<file path="config.mk">
export PLATFORM = sky130hd
export DESIGN_NAME = single_bit_io
export DESIGN_NICKNAME = d
export VERILOG_FILES = /design/src/shared/bit_io_pkg.sv /design/src/hw/bit_addr_adder.sv /design/src/hw/single_bit_io.sv
export SDC_FILE = /design/constraint.sdc
export NUM_CORES = 1
export LEC_CHECK = 0
export BUFFER_PORTS_ARGS = -buffer_cell sky130_fd_sc_hd__buf_2
export CAP_MARGIN = 0
export CORE_MARGIN = 4
export CORE_UTILIZATION = 56
export CTS_CLUSTER_DIAMETER = 150
export CTS_CLUSTER_SIZE = 12
export DETAILED_ROUTE_END_ITERATION = 8
export GPL_ROUTABILITY_DRIVEN = 0
export PLACE_DENSITY_LB_ADDON = 0.2
export SKIP_LAST_GASP = 1
export SLEW_MARGIN = 10
export SYNTH_ARGS = -nofsm -noshare
export SYNTH_HDL_FRONTEND = slang
export SYNTH_HIERARCHICAL = 1
export SYNTH_SLANG_ARGS = --single-unit
</file>
<file path="constraint.sdc">
create_clock -name clk -period 3.88 [get_ports clk]
set_clock_uncertainty 0.2 [all_clocks]
set_input_delay 0.582 -clock clk [delete_from_list [all_inputs] [get_ports clk]]
set_output_delay 0.582 -clock clk [all_outputs]
set_load 0.01 [all_outputs]
</file>
<file path="src/shared/bit_io_pkg.sv">
// Constants and types shared by the single-bit I/O access block
package bit_io_pkg;
   localparam int unsigned ADDR_W        = 15;
   localparam int unsigned BASE_W        = 16;
   localparam int unsigned DISP_W        = 8;
   localparam int unsigned EQ_BIT        = 2;
   localparam int unsigned STATUS_W      = 16;
   localparam int unsigned BASE_LSB      = 0;
   localparam int unsigned BASE_MSB      = 14;
   localparam int unsigned ACCESS_CYCLES = 2;

   typedef enum logic [1:0]
   {
      OP_CLEAR = 2'h0,
      OP_SET   = 2'h1,
      OP_TEST  = 2'h2,
      OP_NONE  = 2'h3
   } bit_op_t;
endpackage

</file>
<file path="src/hw/bit_addr_adder.sv">
// Bit address former: base bits plus sign-extended displacement
`timescale 1ns/1ps
module bit_addr_adder
   import bit_io_pkg::*;
(
   // Operands
   input  wire logic [bit_io_pkg::BASE_W-1:0] base,
   input  wire logic [bit_io_pkg::DISP_W-1:0] disp,
   // Result
   output logic      [bit_io_pkg::ADDR_W-1:0] addr
);
   logic [ADDR_W-1:0] disp_ext;

   always_comb
   begin
      disp_ext = {{(ADDR_W-DISP_W){disp[DISP_W-1]}}, disp};
      // Top base bit dropped; sum wraps in the 15-bit space
      addr = base[BASE_MSB:BASE_LSB] + disp_ext;
   end
endmodule

</file>
<file path="src/hw/single_bit_io.sv">
// Single-bit clear, set and test accesses to the bit I/O space
//
// Overview of operation
// - Clear-bit drives serial_bit_out low at the computed bit address.
// - Set-bit drives serial_bit_out high at the computed bit address.
// - Test-bit samples serial_bit_in into status bit 2, the equal flag.
// - Clear and set pulse the output strobe; test pulses the input strobe.
// - Each operation takes one operand: an eight-bit displacement.
// - Displacement is sign-extended, range -128 to +127.
// - Address is base bits 0..14 plus displacement, driven on address lines.
// - After test, equal means jump-if-equal taken, else jump-if-not-equal.
// - Base register bit 15 never reaches the bit address.
// - Bit address is 15 bits: 32768 inputs and 32768 outputs.
`timescale 1ns/1ps
module single_bit_io
   import bit_io_pkg::*;
(
   // Clock and reset
   input  wire logic                            clk,
   input  wire logic                            resetn,
   // Operation request
   input  wire logic                            op_valid,
   input  wire bit_io_pkg::bit_op_t             op_code,
   input  wire logic [bit_io_pkg::DISP_W-1:0]   op_disp,
   input  wire logic [bit_io_pkg::BASE_W-1:0]   bit_base_register,
   output logic                                 op_ready,
   output logic                                 op_done,
   // Bit I/O space pins
   output logic [bit_io_pkg::ADDR_W-1:0]        bit_addr,
   output logic                                 serial_bit_out,
   output logic                                 out_strobe,
   output logic                                 in_strobe,
   input  wire logic                            serial_bit_in,
   // Status
   output logic                                 equal_flag,
   output logic                                 jump_if_equal,
   output logic                                 jump_if_not_equal
);
   typedef enum logic [1:0]
   {
      ST_IDLE   = 2'h0,
      ST_ACCESS = 2'h1,
      ST_DONE   = 2'h2
   } state_t;

   localparam logic [1:0] CNT_LAST = 2'(ACCESS_CYCLES - 1);

   // Counter is two bits; a longer access needs a wider counter
   if (ACCESS_CYCLES < 1 || ACCESS_CYCLES > 4)
   begin : g_bad_access
      $error("Access length does not fit the two-bit counter");
   end

   // Base field must fill the bit address exactly
   if (BASE_MSB - BASE_LSB + 1 != ADDR_W)
   begin : g_bad_base_field
      $error("Base field width differs from the bit address width");
   end

   // Sign extension needs at least one copied sign bit
   if (DISP_W >= ADDR_W)
   begin : g_bad_disp
      $error("Displacement is not narrower than the bit address");
   end

   // Base field must lie inside the base register
   if (BASE_MSB >= BASE_W)
   begin : g_bad_base_reg
      $error("Base field reaches past the base register");
   end

   // Equal flag must lie inside the status word
   if (EQ_BIT >= STATUS_W)
   begin : g_bad_status
      $error("Equal flag position outside the status word");
   end

   logic [ADDR_W-1:0] sum_addr;
   logic              in_meta_q;
   logic              in_sync_q;
   state_t            state_q, state_d;
   logic [1:0]        cnt_q, cnt_d;
   bit_op_t           op_q, op_d;
   logic [ADDR_W-1:0] addr_q, addr_d;
   logic              out_q, out_d;
   logic              ostb_q, ostb_d;
   logic              istb_q, istb_d;
   logic              eq_q, eq_d;
   // Own flop so the inverse jump output is a clean register
   logic              neq_q, neq_d;
   logic              ready_q, ready_d;
   logic              done_q, done_d;

   // Single operand only: displacement plus current base
   bit_addr_adder u_adder
   (
      .base (bit_base_register),
      .disp (op_disp),
      .addr (sum_addr)
   );

   // Pin input is from another domain; two stages before use
   always_ff @(posedge clk)
   begin
      if (!resetn)
      begin
         in_meta_q <= 1'b0;
         in_sync_q <= 1'b0;
      end
      else
      begin
         in_meta_q <= serial_bit_in;
         in_sync_q <= in_meta_q;
      end
   end

   always_comb
   begin
      state_d = state_q;
      cnt_d   = cnt_q;
      op_d    = op_q;
      addr_d  = addr_q;
      out_d   = out_q;
      ostb_d  = ostb_q;
      istb_d  = istb_q;
      eq_d    = eq_q;
      neq_d   = neq_q;
      ready_d = ready_q;
      done_d  = 1'b0;
      case (state_q)
         ST_IDLE:
         begin
            if (op_valid && op_code != OP_NONE)
            begin
               op_d    = op_code;
               addr_d  = sum_addr;
               ready_d = 1'b0;
               cnt_d   = 2'h0;
               state_d = ST_ACCESS;
               if (op_code == OP_TEST)
               begin
                  istb_d = 1'b1;
               end
               else
               begin
                  ostb_d = 1'b1;
                  out_d  = (op_code == OP_SET);
               end
            end
         end
         ST_ACCESS:
         begin
            // Address and data held for the whole strobe
            if (cnt_q == CNT_LAST)
            begin
               if (op_q == OP_TEST)
               begin
                  eq_d = in_sync_q;
                  neq_d = ~in_sync_q;
               end
               ostb_d  = 1'b0;
               istb_d  = 1'b0;
               state_d = ST_DONE;
            end
            else
            begin
               cnt_d = cnt_q + 2'h1;
            end
         end
         ST_DONE:
         begin
            done_d  = 1'b1;
            ready_d = 1'b1;
            state_d = ST_IDLE;
         end
         default:
         begin
            state_d = ST_IDLE;
         end
      endcase
   end

   always_ff @(posedge clk)
   begin
      if (!resetn)
      begin
         state_q <= ST_IDLE;
         cnt_q   <= 2'h0;
         op_q    <= OP_NONE;
         addr_q  <= '0;
         out_q   <= 1'b0;
         ostb_q  <= 1'b0;
         istb_q  <= 1'b0;
         eq_q    <= 1'b0;
         neq_q   <= 1'b1;
         ready_q <= 1'b1;
         done_q  <= 1'b0;
      end
      else
      begin
         state_q <= state_d;
         cnt_q   <= cnt_d;
         op_q    <= op_d;
         addr_q  <= addr_d;
         out_q   <= out_d;
         ostb_q  <= ostb_d;
         istb_q  <= istb_d;
         eq_q    <= eq_d;
         neq_q   <= neq_d;
         ready_q <= ready_d;
         done_q  <= done_d;
      end
   end

   assign op_ready          = ready_q;
   assign op_done           = done_q;
   assign bit_addr          = addr_q;
   assign serial_bit_out    = out_q;
   assign out_strobe        = ostb_q;
   assign in_strobe         = istb_q;
   assign equal_flag        = eq_q;
   assign jump_if_equal     = eq_q;
   assign jump_if_not_equal = neq_q;
endmodule

</file>
==> metrics.yaml <==
outcome: "complete, no violations"
hp-class: "reg2reg"
via_count: 1618
finalSetupTns_ns: 0
synth-seq-area-share_pct: 31.94
synth_nets: 259
synth.most_common_cell: "nand2_1"
wl_per_cell_um: 11.64
min_period_ns: 2.377
cp.required_ns: 3.84
synth_edf_count: 0
numCtsBuffers: 5
relSlewSlack_pct: 36.27
synth_top_area_share_pct: 31.94
nFillCells: 265
fp.dieH_um: 65.95
cts_resized: 0
power_frac_seq_pct: 45.9
p_int_mw: 0.5244
drc: 0
start_util_pct: 60.12
reg2reg_from: "state_q[0]$_SDFFE_PN0P_"
drt_iter0_markers: 63
cts.reportedPaths.clkPinSlew_ns: 0.08
worstPathMaxFanout: 4
p_per_area_nw_per_um2: 345.5
ios: 53
row_count: 20
netlist_top_cells_area: "dfxtp_1, ha_1, mux2i_1"
grt_pass1_wl_mm: 6.051
clock_sinks: 30
ys_types: 50
p_sw_mw: 0.2334
critPathKind: "in2reg"
grt_usage_pct: 17.73
avgSynthCellArea_um2: 8.829
cts_htree_levels: 2
worstSetupStartpointType: "input port"
min_period_over_period_pct: 61.25
maxCapViolations: 0
drt-total-wl_mm: 3.573
combPwrFrac_pct: 29.3
yosys_warnings: 6
cts_root_buf: "clkbuf_4"
globalRouteOverflowTotal: 0
peakVddDrop_v: 0.0001422
portBuffers: 51
detail-route-antenna-nets: 0
timing.rr.end: "bit_addr[0]$_SDFFE_PN0P_"
cts_hold_buf: 0
die_w_um: 65.95
synth_seq_cells: 30
netlist_area_um2: 1881
pwr-share-clk_pct: 24.8
synth_common_cells: "nand2_1, dfxtp_1, mux2i_1, ha_1, nor2_1"
preCtsSetupSlack_ns: 1.168
grt_max_degree: 48
cts_setup_buffers: 0
p_leak_nw: 1.063
whs_path_depth: 1
setup_viol: 0
grt_pass1_vias: 1432
ys.flop_type: "dfxtp_1"
drive_gt1_share_pct: 26.24
syn_inst: 213
regToRegSetupSlack_ns: 1.96
dp_hpwl_mm: 2.771
cts_tree: "built"
switching_share_pct: 30.80
areaGrowthSynthToFinish_pct: 16.63
cp.arrival_ns: 2.34
fmax_ghz: 0.4208
postSynth.asyncResetShare_pct: 0
hp-start: "in_meta_q$_SDFF_PN0_"
vias_per_cell: 5.270
min_to: "in_sync_q$_SDFF_PN0_"
nets: 308
antenna_cells: 0
worst_slack_ns: 1.504
rsz0062_at_grt: "false"
core_um2: 3128
tightest_slew_ns: 0.9529
yosysTopAreaCell: "dfxtp_1"
endpoint_kind: "flop"
cts_buffer_depth: 2
maxSlewViolCount: 0
first_pass_iters: 4
insertion_delay_ns: 0.32
reg2reg_depth: 3
antenna_found_initial: 0
hold_viol: 0
die_area_um2: 4349
[how the worst max path moves through the flow]
stage	start	end	slack, ns	depth (start not counted)
floorplan	bit_base_register[0]	bit_addr[12]$_SDFFE_PN0P_	1.48	9
global placement	bit_base_register[0]	bit_addr[12]$_SDFFE_PN0P_	1.20	10
detailed placement	op_disp[7]	bit_addr[12]$_SDFFE_PN0P_	1.17	9
CTS	bit_base_register[0]	bit_addr[12]$_SDFFE_PN0P_	1.51	10
global route	op_disp[7]	bit_addr[14]$_SDFFE_PN0P_	1.25	9
finish	bit_base_register[0]	bit_addr[12]$_SDFFE_PN0P_	1.50	10
[layout by cell type (no fill, tap or decap), types with 3 or more instances in the layout]
| cell | count |
|---|---|
| nand2_1 | 40 |
| xor2_1 | 3 |
| a21oi_1 | 6 |
| a21o_1 | 4 |
| inv_1 | 6 |
| dfxtp_1 | 30 |
| nor2_1 | 12 |
| ha_1 | 15 |
| and3_1 | 6 |
| and2_1 | 4 |
| clkbuf_4 | 5 |
| xnor2_1 | 8 |
| buf_2 | 51 |
| mux2i_1 | 16 |
| o21a_1 | 3 |
| o21ai_0 | 8 |
| a21oi_2 | 3 |
| o211ai_1 | 3 |
| nand3_1 | 4 |
[state kept, by name, indices dropped and copies added (netlist names), 2 cells and up]
name and cells:
bit_addr 15, cnt_q 2, op_q 2, state_q 2
[per-stage QoR]
step | hold WS, ns | power (mW) | std cells | area, µm² | util, %
2_1_floorplan | 0.2119 | 0.5192 | 213 | 1881 | -
3_3_place_gp | 0.2128 | 0.5742 | 299 | 2133 | 68.20
3_5_place_dp | 0.2230 | 0.5782 | 299 | 2133 | 68.20
4_1_cts | 0.2456 | 0.7658 | 307 | 2193 | 70.12
5_1_grt | 0.2584 | 0.8117 | 307 | 2193 | 70.12
6_report | 0.2394 | 0.7578 | 307 | 2193 | 70.12
[critical path, stage by stage]
cell and delay, ns:
buf_2 0.10, ha_1 0.22, fa_1 0.41, a21oi_1 0.22, o21ai_2 0.12, o32ai_1 0.25
o21bai_1 0.15, xor2_1 0.15, nand2_1 0.06, mux2i_1 0.08
[power by group through the flow]
stage          Sequential, mW  Clock [mW]  Combinational [mW]
6_report                0.348       0.188               0.222
5_1_grt                 0.352       0.211               0.249
4_1_cts                 0.349       0.194               0.223
3_5_place_dp            0.356           0               0.222
3_3_place_gp            0.355           0               0.220
2_1_floorplan           0.360           0               0.159
[per-layer routing]
metal | wire length (µm) | part of all wire (%) | GRT usage, % | vias up
met5 | 0 | 0 | 0 | -
met4 | 60 | 1.7 | 7.614 | 0
met3 | 169 | 4.7 | 3.571 | 4
met2 | 1694 | 47 | 30.29 | 33
met1 | 1648 | 46 | 21.44 | 730
li1 | - | - | - | 851
[layout make-up]
| class | instances | area [µm²] | share of cell area [%] |
|---|---|---|---|
| inverters | 6 | 22.52 | 1.027 |
| repair buffers | 51 | 255.2 | 11.64 |
| well taps | 44 | 55.05 | 2.510 |
| clock inverters | 1 | 5.005 | 0.2282 |
| multi-input cells | 168 | 1200 | 54.71 |
| clock buffers | 7 | 55.05 | 2.510 |
| flip-flops and latches | 30 | 600.6 | 27.38 |
[cells by family after synthesis]
family          count (synthesis)  synth area share, %
simple gates                   82                22.16
compound gates                 43                16.97
flops                          30                31.94
mux                            16                8.516
fa+ha+maj                      16                11.04
buf+inv                        15                4.258
xor+xnor                       11                5.123
Power figures use the tool's default switching activity.
